## config.mk

```make
export PLATFORM = sky130hd
export DESIGN_NAME = cfgsl_loader
export DESIGN_NICKNAME = d
export VERILOG_FILES = /design/src/hdl/cfgsl_pkg.sv /design/src/hdl/cfgsl_store_if.sv /design/src/hdl/cfgsl_loader.sv /design/src/hdl/cfgsl_store.sv
export SDC_FILE = /design/constraint.sdc
export NUM_CORES = 2
export LEC_CHECK = 0
export CAP_MARGIN = 10
export CORE_MARGIN = 2
export CORE_UTILIZATION = 55
export DETAILED_ROUTE_END_ITERATION = 7
export DONT_BUFFER_PORTS = 1
export GPL_TIMING_DRIVEN = 0
export PLACE_DENSITY_LB_ADDON = 0.1
export SLEW_MARGIN = 20
export SYNTH_ARGS = -nofsm -noshare
export SYNTH_HDL_FRONTEND = slang
export SYNTH_SLANG_ARGS = --single-unit
```

## constraint.sdc

```tcl
create_clock -name core_clk -period 5.06 [get_ports core_clk]
set_input_delay 0 -clock core_clk [delete_from_list [all_inputs] [get_ports core_clk]]
set_output_delay 0 -clock core_clk [all_outputs]
set_load 0.1 [all_outputs]
```

## src/hdl/cfgsl_pkg.sv

```systemverilog
// Constants and types shared by the configuration set store loader.
package cfgsl_pkg;

  // ----------------------------------------------------------------
  // Sizes
  // ----------------------------------------------------------------
  localparam int WORDS = 16;
  localparam int WORD_W = 16;
  localparam int IDX_W = 4;
  localparam int N_USER = 4;
  localparam int FILE_W = 3;

  // ----------------------------------------------------------------
  // File codes and constants
  // ----------------------------------------------------------------
  localparam logic [FILE_W-1:0] FILE_FACTORY = 3'h4;
  localparam logic [IDX_W-1:0] IDX_LAST = 4'hf;
  localparam logic [IDX_W-1:0] IDX_ZERO = 4'h0;
  localparam logic [IDX_W-1:0] IDX_ONE = 4'h1;
  localparam logic [WORD_W-1:0] WORD_ZERO = 16'h0000;
  // Factory content is a fixed pattern; the values themselves are arbitrary.
  localparam logic [WORD_W-1:0] FACT_SEED = 16'h5a00;

  // ----------------------------------------------------------------
  // Command codes on the serial command link
  // ----------------------------------------------------------------
  typedef enum logic [2:0] {
    OP_SAVE = 3'h0,
    OP_ACTIVATE = 3'h1,
    OP_DOWNLOAD = 3'h2,
    OP_UPLOAD = 3'h3,
    OP_DELETE = 3'h4
  } cfgsl_op_t;

  // Fixed factory word for a given index.
  function automatic logic [WORD_W-1:0] cfgsl_fact_word(input logic [IDX_W-1:0] idx);
    cfgsl_fact_word = FACT_SEED | {{(WORD_W-IDX_W){1'b0}}, idx};
  endfunction

endpackage

```

## src/hdl/cfgsl_store_if.sv

```systemverilog
// Interface between the loader control and the non-volatile file store.
`timescale 1ns/100ps
interface cfgsl_store_if;
  import cfgsl_pkg::*;

  // Read side, combinational.
  logic [FILE_W-1:0] rd_file;
  logic [IDX_W-1:0] rd_idx;
  logic [WORD_W-1:0] rd_data;
  // Write side.
  logic wr_en;
  logic [FILE_W-1:0] wr_file;
  logic [IDX_W-1:0] wr_idx;
  logic [WORD_W-1:0] wr_data;
  // File valid flags and startup link.
  logic val_wr;
  logic val_set;
  logic link_wr;
  logic [FILE_W-1:0] link_val;
  logic [FILE_W-1:0] link_q;
  logic [N_USER-1:0] valid_q;
  logic erase;

  modport ctl (
    output rd_file, rd_idx, wr_en, wr_file, wr_idx, wr_data,
    output val_wr, val_set, link_wr, link_val, erase,
    input rd_data, link_q, valid_q
  );
  modport mem (
    input rd_file, rd_idx, wr_en, wr_file, wr_idx, wr_data,
    input val_wr, val_set, link_wr, link_val, erase,
    output rd_data, link_q, valid_q
  );
endinterface

```

## src/hdl/cfgsl_loader.sv

```systemverilog
// Configuration set loader: working set, startup load and file operations.
`timescale 1ns/100ps
module cfgsl_loader (
  // Clock and reset.
  input wire logic core_clk,
  input wire logic reset,
  // Manufacturing erase of the file store.
  input wire logic store_erase,
  // Command from the serial command decoder.
  input wire logic cmd_valid,
  input wire cfgsl_pkg::cfgsl_op_t cmd_op,
  input wire logic [cfgsl_pkg::FILE_W-1:0] cmd_file,
  // Command status.
  output logic busy,
  output logic done,
  output logic refused,
  output logic [cfgsl_pkg::FILE_W-1:0] linked_file,
  // Download stream to the host.
  output logic dl_valid,
  output logic [cfgsl_pkg::WORD_W-1:0] dl_data,
  // Upload stream from the host.
  input wire logic ul_valid,
  input wire logic [cfgsl_pkg::WORD_W-1:0] ul_data,
  output logic ul_ready,
  // Working set port used by the parameter registers.
  input wire logic ws_wr_en,
  input wire logic [cfgsl_pkg::IDX_W-1:0] ws_addr,
  input wire logic [cfgsl_pkg::WORD_W-1:0] ws_wdata,
  output logic [cfgsl_pkg::WORD_W-1:0] ws_rdata
);
  import cfgsl_pkg::*;

  // ----------------------------------------------------------------
  // Declarations
  // ----------------------------------------------------------------
  typedef enum logic [2:0] {
    ST_PICK,
    ST_BOOT,
    ST_IDLE,
    ST_SAVE,
    ST_LOAD,
    ST_DNLD,
    ST_UPLD
  } cfgsl_state_t;

  cfgsl_state_t state_ff, nxt_state;
  logic [IDX_W-1:0] idx_ff, nxt_idx;
  logic [FILE_W-1:0] file_ff, nxt_file;
  logic [WORD_W-1:0] ws_ff [WORDS];
  logic [WORD_W-1:0] nxt_ws [WORDS];
  logic busy_ff, nxt_busy;
  logic done_ff, nxt_done;
  logic refused_ff, nxt_refused;
  logic [FILE_W-1:0] linked_ff, nxt_linked;
  logic dl_valid_ff, nxt_dl_valid;
  logic [WORD_W-1:0] dl_data_ff, nxt_dl_data;
  logic ul_ready_ff, nxt_ul_ready;
  logic [WORD_W-1:0] ws_rdata_ff, nxt_ws_rdata;
  logic user_ok;
  logic is_user;

  cfgsl_store_if st ();

  // ----------------------------------------------------------------
  // File store
  // ----------------------------------------------------------------
  cfgsl_store u_store (
    .core_clk(core_clk),
    .st(st.mem)
  );

  // A user file is usable only when its slot has been written.
  assign is_user = (cmd_file < FILE_FACTORY);
  assign user_ok = is_user && st.valid_q[cmd_file[1:0]];

  // ----------------------------------------------------------------
  // Sequencer next state
  // ----------------------------------------------------------------
  always_comb begin
    nxt_state = state_ff;
    nxt_idx = idx_ff;
    nxt_file = file_ff;
    nxt_ws = ws_ff;
    nxt_busy = busy_ff;
    nxt_done = 1'b0;
    nxt_refused = 1'b0;
    nxt_linked = linked_ff;
    nxt_dl_valid = 1'b0;
    nxt_dl_data = dl_data_ff;
    nxt_ul_ready = 1'b0;
    nxt_ws_rdata = ws_ff[ws_addr];
    st.rd_file = file_ff;
    st.rd_idx = idx_ff;
    st.wr_en = 1'b0;
    st.wr_file = file_ff;
    st.wr_idx = idx_ff;
    st.wr_data = ws_ff[idx_ff];
    st.val_wr = 1'b0;
    st.val_set = 1'b0;
    st.link_wr = 1'b0;
    st.link_val = file_ff;
    st.erase = store_erase;
    case (state_ff)
      ST_PICK: begin
        // factory when none linked
        // A link to a user slot that is no longer valid falls back to factory.
        if (st.link_q < FILE_FACTORY && st.valid_q[st.link_q[1:0]]) begin
          nxt_file = st.link_q;
        end else begin
          nxt_file = FILE_FACTORY;
        end
        nxt_linked = nxt_file;
        nxt_idx = IDX_ZERO;
        nxt_state = ST_BOOT;
      end
      ST_BOOT, ST_LOAD: begin
        nxt_ws[idx_ff] = st.rd_data;
        nxt_idx = idx_ff + IDX_ONE;
        if (idx_ff == IDX_LAST) begin
          nxt_state = ST_IDLE;
          nxt_busy = 1'b0;
          if (state_ff == ST_LOAD) begin
            st.link_wr = 1'b1;
            nxt_linked = file_ff;
            nxt_done = 1'b1;
          end
        end
      end
      ST_IDLE: begin
        if (ws_wr_en) begin
          nxt_ws[ws_addr] = ws_wdata;
        end
        if (cmd_valid) begin
          nxt_file = cmd_file;
          nxt_idx = IDX_ZERO;
          case (cmd_op)
            OP_SAVE: begin
              if (is_user) begin
                nxt_state = ST_SAVE;
                nxt_busy = 1'b1;
              end else begin
                nxt_refused = 1'b1;
              end
            end
            OP_ACTIVATE: begin
              if (user_ok || cmd_file == FILE_FACTORY) begin
                nxt_state = ST_LOAD;
                nxt_busy = 1'b1;
              end else begin
                nxt_refused = 1'b1;
              end
            end
            OP_DOWNLOAD: begin
              if (user_ok) begin
                nxt_state = ST_DNLD;
                nxt_busy = 1'b1;
              end else begin
                nxt_refused = 1'b1;
              end
            end
            OP_UPLOAD: begin
              if (is_user) begin
                nxt_state = ST_UPLD;
                nxt_busy = 1'b1;
                nxt_ul_ready = 1'b1;
              end else begin
                nxt_refused = 1'b1;
              end
            end
            OP_DELETE: begin
              if (is_user) begin
                st.val_wr = 1'b1;
                st.wr_file = cmd_file;
                // Deleting the linked file hands startup back to factory.
                if (linked_ff == cmd_file) begin
                  st.link_wr = 1'b1;
                  st.link_val = FILE_FACTORY;
                  nxt_linked = FILE_FACTORY;
                end
                nxt_done = 1'b1;
              end else begin
                nxt_refused = 1'b1;
              end
            end
            default: begin
              nxt_refused = 1'b1;
            end
          endcase
        end
      end
      ST_SAVE: begin
        st.wr_en = 1'b1;
        nxt_idx = idx_ff + IDX_ONE;
        if (idx_ff == IDX_LAST) begin
          st.val_wr = 1'b1;
          st.val_set = 1'b1;
          nxt_state = ST_IDLE;
          nxt_busy = 1'b0;
          nxt_done = 1'b1;
        end
      end
      ST_DNLD: begin
        nxt_dl_valid = 1'b1;
        nxt_dl_data = st.rd_data;
        nxt_idx = idx_ff + IDX_ONE;
        if (idx_ff == IDX_LAST) begin
          nxt_state = ST_IDLE;
          nxt_busy = 1'b0;
          nxt_done = 1'b1;
        end
      end
      ST_UPLD: begin
        // host words into slot
        // The slot is marked invalid first so a broken upload never loads.
        st.val_wr = (idx_ff == IDX_ZERO) && ul_valid;
        st.val_set = 1'b0;
        nxt_ul_ready = 1'b1;
        if (ul_valid) begin
          st.wr_en = 1'b1;
          st.wr_data = ul_data;
          nxt_idx = idx_ff + IDX_ONE;
          if (idx_ff == IDX_LAST) begin
            st.val_wr = 1'b1;
            st.val_set = 1'b1;
            nxt_state = ST_IDLE;
            nxt_busy = 1'b0;
            nxt_done = 1'b1;
            nxt_ul_ready = 1'b0;
          end
        end
      end
      default: begin
        nxt_state = ST_PICK;
        nxt_busy = 1'b1;
      end
    endcase
    if (state_ff != ST_IDLE && cmd_valid) begin
      nxt_refused = 1'b1;
    end
  end

  // ----------------------------------------------------------------
  // Registers
  // ----------------------------------------------------------------
  // working set cleared on reset
  always_ff @(posedge core_clk) begin
    if (reset) begin
      state_ff <= ST_PICK;
      idx_ff <= IDX_ZERO;
      file_ff <= FILE_FACTORY;
      busy_ff <= 1'b1;
      done_ff <= 1'b0;
      refused_ff <= 1'b0;
      linked_ff <= FILE_FACTORY;
      dl_valid_ff <= 1'b0;
      dl_data_ff <= WORD_ZERO;
      ul_ready_ff <= 1'b0;
      ws_rdata_ff <= WORD_ZERO;
      for (int i = 0; i < WORDS; i++) begin
        ws_ff[i] <= WORD_ZERO;
      end
    end else begin
      state_ff <= nxt_state;
      idx_ff <= nxt_idx;
      file_ff <= nxt_file;
      busy_ff <= nxt_busy;
      done_ff <= nxt_done;
      refused_ff <= nxt_refused;
      linked_ff <= nxt_linked;
      dl_valid_ff <= nxt_dl_valid;
      dl_data_ff <= nxt_dl_data;
      ul_ready_ff <= nxt_ul_ready;
      ws_rdata_ff <= nxt_ws_rdata;
      ws_ff <= nxt_ws;
    end
  end

  // Outputs straight from flip-flops.
  assign busy = busy_ff;
  assign done = done_ff;
  assign refused = refused_ff;
  assign linked_file = linked_ff;
  assign dl_valid = dl_valid_ff;
  assign dl_data = dl_data_ff;
  assign ul_ready = ul_ready_ff;
  assign ws_rdata = ws_rdata_ff;

endmodule // cfgsl_loader

```

## src/hdl/cfgsl_store.sv

```systemverilog
// Non-volatile file store: four user files, the factory file and the startup link.
`timescale 1ns/100ps
module cfgsl_store (
  // Clock.
  input wire logic core_clk,
  // Control side.
  cfgsl_store_if.mem st
);
  import cfgsl_pkg::*;

  // ----------------------------------------------------------------
  // Storage
  // ----------------------------------------------------------------
  // None of this takes the reset: it models retained storage, so only
  // the manufacturing erase puts the link and flags into a known state.
  logic [WORD_W-1:0] mem_ff [N_USER][WORDS];
  logic [N_USER-1:0] valid_ff;
  logic [FILE_W-1:0] link_ff;
  logic [N_USER-1:0] nxt_valid;
  logic [FILE_W-1:0] nxt_link;

  // factory never written
  // Factory reads come from a constant table; there is no write path to it.
  always_comb begin
    if (st.rd_file == FILE_FACTORY) begin
      st.rd_data = cfgsl_fact_word(st.rd_idx);
    end else begin
      st.rd_data = mem_ff[st.rd_file[1:0]][st.rd_idx];
    end
  end

  // Next values of the flags and the link.
  always_comb begin
    nxt_valid = valid_ff;
    nxt_link = link_ff;
    if (st.erase) begin
      nxt_valid = '0;
      nxt_link = FILE_FACTORY;
    end else begin
      if (st.val_wr && st.wr_file != FILE_FACTORY) begin
        nxt_valid[st.wr_file[1:0]] = st.val_set;
      end
      if (st.link_wr) begin
        nxt_link = st.link_val;
      end
    end
  end

  always_ff @(posedge core_clk) begin
    valid_ff <= nxt_valid;
    link_ff <= nxt_link;
    if (st.wr_en && st.wr_file != FILE_FACTORY) begin
      mem_ff[st.wr_file[1:0]][st.wr_idx] <= st.wr_data;
    end
  end

  assign st.valid_q = valid_ff;
  assign st.link_q = link_ff;

endmodule // cfgsl_store

```

### After elaboration in Yosys (flattened, before gate mapping)

Memory sizes are Yosys's and may differ from the RTL's. A register that Yosys moved wholly into a read port is not among the register bits.
Index checks and enable logic that the tools add are counted.
W data, S select, Z words.

* bitwise gates (word level): 3
* add/sub/neg operators: 1
* reductions and logical operators: 28
* muxes and demuxes: 102
* equal/unequal tests: 31
* $lt $le $gt $ge: 10

Operator list (count)
* $bwmux W256: 2
* $mux W256: 2
* $pmux W256 S2: 1
* $bmux W16 S4: 3
* $mux W16: 11
* $demux W16 S4: 2
* $mux W3: 24
* $mux W1: 35
* $pmux W3 S4: 2
* $reduce_and A7 Y1: 3
* $eq A3 B3 Y1 const B: 6
* $ne A3 B3 Y1 const B: 6
* $ne A2 B2 Y1 const B: 8
* $pmux W4 S4: 1
* $eq A3 B2 Y1 const B: 4
* $ge A5 B5 Y1 const B: 2
* $lt A5 B1 Y1 const B: 2
* $not A4 Y5: 2
* $logic_and A1 B1 Y1: 9
* $lt A2 B3 Y1 const B: 3
* $pmux W1 S3: 3
* $pmux W3 S3: 1
* $mux W4: 2
* $pmux W1 S2: 4
* 27 further kinds: 37

* RAM bits: 1024
* register bits after elaboration: 313
* word-level logic and storage cells: 205
* output and inout bits: 40
* memories kept: 1

Memory list
* u_store.mem_ff: depth 4, width 256, read ports 1, clocked after Yosys merged registers in 1, wr ports 1, line cfgsl_store.sv:16 `logic [WORD_W-1:0] mem_ff [N_USER][WORDS];`

### Logic depth before layout (Yosys ltp)

* word-level depth: 10
* depth in mapped cells: 13
* mapped depth without buffers: 8

### Cells and area by module

A second synthesis with hierarchy kept.

* cell total of the unflattened synthesis: 3653
* area, all modules: 59117.9 sq um

By module, submodules not included
* cfgsl_store: area each 39590.5 sq um, seq. area each 30889.6 sq um, cells an instance 1778, instances 1
* cfgsl_loader: area each 19527.5 sq um, seq. area each 6125.9 sq um, cells an instance 1875, instances 1

### Least setup slack after synthesis

No wires, ideal clock.

* kind: register to register
* start: register idx_ff[0]
* end: memory u_store.mem_ff[1][240] in the netlist's numbering, enable pin
* path slack: 1.371 ns
* path buffers: 4
* data arrival time: 3.279 ns
* required time: 4.651 ns
* period minus slack after synthesis: 3.689 ns
* library setup time: 0.409 ns
* stages on the path, launching flop included: 9
* cell sequence: dfxtp_1 -> buf_2 -> inv_2 -> buf_1 -> buf_2 -> ha_1 -> or3b_2 -> clkbuf_1 -> nor3_1

* word-level cells in the longest chain between the ends: 6
* elaborated cells between the ends (all ways): 7

Ends and longest elaborated chain
* start, declared: line cfgsl_loader.sv:47 `logic [IDX_W-1:0] idx_ff, nxt_idx;`
* start signal, assigned: line cfgsl_loader.sv:264 `idx_ff <= nxt_idx;`
* $not A4 Y5 (implied by the code) (*): line cfgsl_store.sv:53 `mem_ff[st.wr_file[1:0]][st.wr_idx] <= st.wr_data;`
* $ge A5 B5 Y1 (implied by the code) or $lt A5 B1 Y1 (tied branches): line cfgsl_store.sv:53
* $logic_and A1 B1 Y1 (implied by the code): line cfgsl_store.sv:53
* $mux W16 (implied by the code): line cfgsl_store.sv:53
* $demux W16 S4 (*): line cfgsl_store.sv:53
* $mux W256 (implied by the code) (*): line cfgsl_store.sv:53
* end, declared: line cfgsl_store.sv:16

Mark *: on every way between the ends. The rest lies on a longest branch, timed or not.

### Final worst setup path

* start: register idx_ff[0]
* end: register ws_ff[247] in the netlist's numbering

* word-level cells in the longest chain between the ends: 7
* elaborated cells between the ends (all ways): 12

Ends and longest elaborated chain
* $not A4 Y5 (implied by the code) (*): line cfgsl_loader.sv:117, cfgsl_store.sv:28
* $ge A5 B5 Y1 (implied by the code) (tied with other cells): line cfgsl_loader.sv:117 `nxt_ws[idx_ff] = st.rd_data;`
* $logic_and A1 B1 Y1 (implied by the code) or $mux W16 (tied branches): line cfgsl_loader.sv:117, cfgsl_store.sv:28
* $mux W16 (on tied branches): line cfgsl_loader.sv:117, cfgsl_store.sv:28
* $demux W16 S4 or $mux W16 (tied branches): line cfgsl_loader.sv:117, cfgsl_store.sv:25
* $bwmux W256 (*): line cfgsl_loader.sv:117
* $pmux W256 S2 (*): line cfgsl_loader.sv:103 `case (state_ff)`
* end signal, assigned: line cfgsl_loader.sv:274 `ws_ff <= nxt_ws;`
* end, declared: line cfgsl_loader.sv:49 `logic [WORD_W-1:0] ws_ff [WORDS];`

Mark *: on every way between the ends. The rest lies on a longest branch, timed or not. The select of a mux whose other input is x is not followed.
A chain may end at the register's enable or synchronous reset.

==> impl_metrics.tcl <==
set metrics [dict create \
    finalWirelength_mm 246 \
    syn_nets 3965 \
    grt_pass1_vias 39707 \
    min_period_ps 5220 \
    violations "setup timing" \
    crit_top_cell "buf_4" \
    die_width_um 331 \
    synth_cells 3913 \
    syn_area_per_cell_um2 15.0 \
    ys_warn_count 0 \
    grtUsageTotal_pct 45.1 \
    drtIter0Drc 8020 \
    firstDrtPassIters 6 \
    clockBufferDepth 3 \
    ys_seq_elements 1339 \
    setup_slack_ps -157 \
    yosysUniqueCellTypes 96 \
    chipHeight_um 331 \
    crit_arrival_ps 5840 \
    criticalPathCategory "reg2reg" \
    fin_crit_sh_pct 103 \
    status "finished with violations" \
    via_per_inst 7.38 \
    via_count 42293 \
    place_ws_ps -653 \
    dieArea_um2 109000 \
    path_delay_family "buffers and inverters" \
    drv_cap 0 \
    cts_sinks 1339 \
    clockRootBuffer "clkbuf_16" \
    yosysSeqAreaShare_pct 63.1 \
    postCtsSetupRepairBufs 0 \
    drc_errors 0 \
    hpwlAfterDp_mm 177 \
    ant_nets 0 \
    critical_path_buf_inv_count 6 \
    final_max_slew_viol_count 0 \
    fmax_mhz 192 \
    synth_edf_count 1024 \
    whs_ps 17.2 \
    hp-class "in2reg" \
    ir_drop_v 0.000354 \
    clk_pin_slew_ps 60 \
    relSlewSlack_pct 15.1 \
    design.core.area_um2 106000 \
    start_util_pct 55.7 \
    crit_path_end_kind "flip-flop" \
    io_buffers 0 \
    p_per_area_nw_per_um2 405 \
    drive_gt1_share_pct 22.0 \
    gp_congestion 1.06 \
    final_util_pct 63.6 \
    grt_overflow_total 0 \
    async_flop_share_pct 0 \
    clock_latency_ps 790 \
    required_ps 5680 \
    cp_max_fo 11 \
    slowest_stage "nor2_2" \
    crit_chain "buf_2 -> inv_2 -> buf_4 -> buf_4 -> ha_1 -> or3b_2 -> clkbuf_2 -> nor2_2 -> o21ai_0 -> clkbuf_1 -> a21oi_1 -> nor2b_1 -> a211oi_1" \
    nNetsFinal 4273 \
    worstMarginPinSlew_ps 1270 \
    rsz0062_at_grt "false" \
    finalSetupViolations 37 \
    hold_violations 0 \
    worst_setup_path_start_kind "flip-flop" \
    netlist_area_um2 58800 \
    cts_tree "built" \
    syn_to_final_growth_pct 14.2 \
    skew_ps 46.9 \
    power.leakage_nw 21.8 \
    fillers 7667 \
    grt_antenna_before_repair 22 \
    grt_max_degree 65 \
    htree_levels 4 \
    rows 119 \
    io_pins 88 \
    synth-main-ff-cell "edfxtp_1" \
    cts_buffers 143 \
    detail_route.wl_per_cell_um 42.9 \
    cp_slowest_stage_delay_ps 540 \
    grt_first_pass_wirelength_mm 330 \
]
==> logic make-up after synthesis <==
logic type      count (synthesis)  share of synthesized area [%]
flops                        1339                           63.1
compound gates               1037                           11.5
simple gates                  608                           5.27
mux                           570                           16.9
buf+inv                       347                           2.98
xor+xnor                        8                          0.119
fa+ha+maj                       4                         0.0852
==> stage by stage <==
step	setup TNS [ps]	power (mW)	cells	area, µm²
6_report	-2880	27.2	5728	67100
5_1_grt	0	27.6	5719	67100
4_1_cts	0	26.9	5716	67100
3_5_place_dp	-16360	16.8	5422	62100
3_3_place_gp	-1692560	16.7	5304	60500
2_1_floorplan	0	14.8	3913	58800
==> final cells by class <==
| cell class | count | area [µm²] | share of cell area, % |
|---|---|---|---|
| clock buffers | 200 | 4010 | 5.97 |
| well taps | 1391 | 1740 | 2.59 |
| inverters | 15 | 56.3 | 0.0839 |
| clock inverters | 49 | 514 | 0.766 |
| flip-flops and latches | 1339 | 37100 | 55.2 |
| diodes | 12 | 30.0 | 0.0447 |
| multi-input cells | 2227 | 20400 | 30.4 |
| plain buffers | 332 | 1740 | 2.59 |
| repair buffers | 163 | 1560 | 2.32 |
==> layout by cell type, fill, tap and decap left out, types with 14 or more instances in the layout <==
cell / count
a221oi_1: 50
buf_1: 22
a31oi_1: 15
a21o_1: 39
clkbuf_16: 147
edfxtp_1: 1024
nand2_1: 119
clkinv_1: 19
dfxtp_1: 315
mux4_2: 333
buf_2: 79
nor2_1: 147
mux2_4: 16
o21ai_0: 252
clkinv_2: 14
o22ai_1: 51
mux2i_1: 207
buf_6: 53
clkbuf_2: 21
buf_4: 92
nor3_2: 48
dlygate4sd3_1: 45
a211oi_1: 65
nand2b_1: 15
nand3_1: 68
clkbuf_1: 204
o211a_1: 16
and3_1: 21
a22oi_1: 75
o21ai_1: 25
nor3_1: 31
and2_1: 40
a21oi_1: 294
==> worst min-delay path: cells and delay by family <==
family / cells / cell delay [ps]
buffers and inverters: 1 / 550
AO/OA/AOI/OAI: 2 / 190
==> state kept, by name, indices dropped and copies added, names as in the netlist, named ones only <==
name / count
busy: 1
dl_data: 16
dl_valid: 1
done: 1
file_ff: 3
idx_ff: 4
linked_file: 3
refused: 1
state_ff: 3
u_store.mem_ff: 1024
u_store.st.link_q: 3
u_store.st.valid_q: 4
ul_ready: 1
ws_ff: 256
ws_rdata: 16
==> Yosys cell counts, types with 51 or more instances <==
| cell type | instances | area, µm² |
|---|---|---|
| a211oi_1 | 65 | 488 |
| a21oi_1 | 294 | 1470 |
| a22oi_1 | 75 | 563 |
| buf_2 | 72 | 360 |
| clkbuf_1 | 181 | 679 |
| dfxtp_1 | 315 | 6310 |
| edfxtp_1 | 1024 | 30700 |
| mux2i_1 | 207 | 2070 |
| mux4_2 | 333 | 7500 |
| nand2_1 | 119 | 447 |
| nand3_1 | 68 | 340 |
| nor2_1 | 166 | 623 |
| nor3_1 | 78 | 390 |
| o21ai_0 | 252 | 1260 |
| o22ai_1 | 51 | 319 |
==> what timing repair did <==
action                                 4_1_cts  5_1_grt
hold buffers                                45        0
resized for setup                            7        6
endpoints found under the hold margin      262        0
pin swaps                                    0        0
setup endpoints to repair                   53       79
==> report_power, final <==
group / switching [mW] / internal, mW / leakage, nW / total, mW
Sequential: 0.0957 / 12.4 / 11.9 / 12.5
Clock: 4.54 / 5.77 / 2.20 / 10.3
Combinational: 3.23 / 1.17 / 7.69 / 4.41
Total: 7.87 / 19.3 / 21.8 / 27.2
==> worst paths after layout <==
| path | from | endpoint | slack, ps | cells after the start |
|---|---|---|---|---|
| worst max-delay path | idx_ff[0]$_SDFFE_PP0P_ | ws_ff[247]$_SDFFE_PP0P_ | -160 | 13 |
| worst min-delay path | ws_wdata[4] | ws_ff[20]$_SDFFE_PP0P_ | 20 | 3 |
| worst max register to register | idx_ff[0]$_SDFFE_PP0P_ | ws_ff[247]$_SDFFE_PP0P_ | -160 | 13 |
| worst min register to register | u_store.st.valid_q[2]$_SDFFE_PP0P_ | u_store.st.valid_q[2]$_SDFFE_PP0P_ | 500 | 2 |
==> routing by layer <==
metal,global-route usage [%],wire [µm]
met1,55.8,83100
met2,67.4,108000
met5,0,74
met4,35.2,23600
met3,12.7,31000
(Power assumes the default switching activity.)
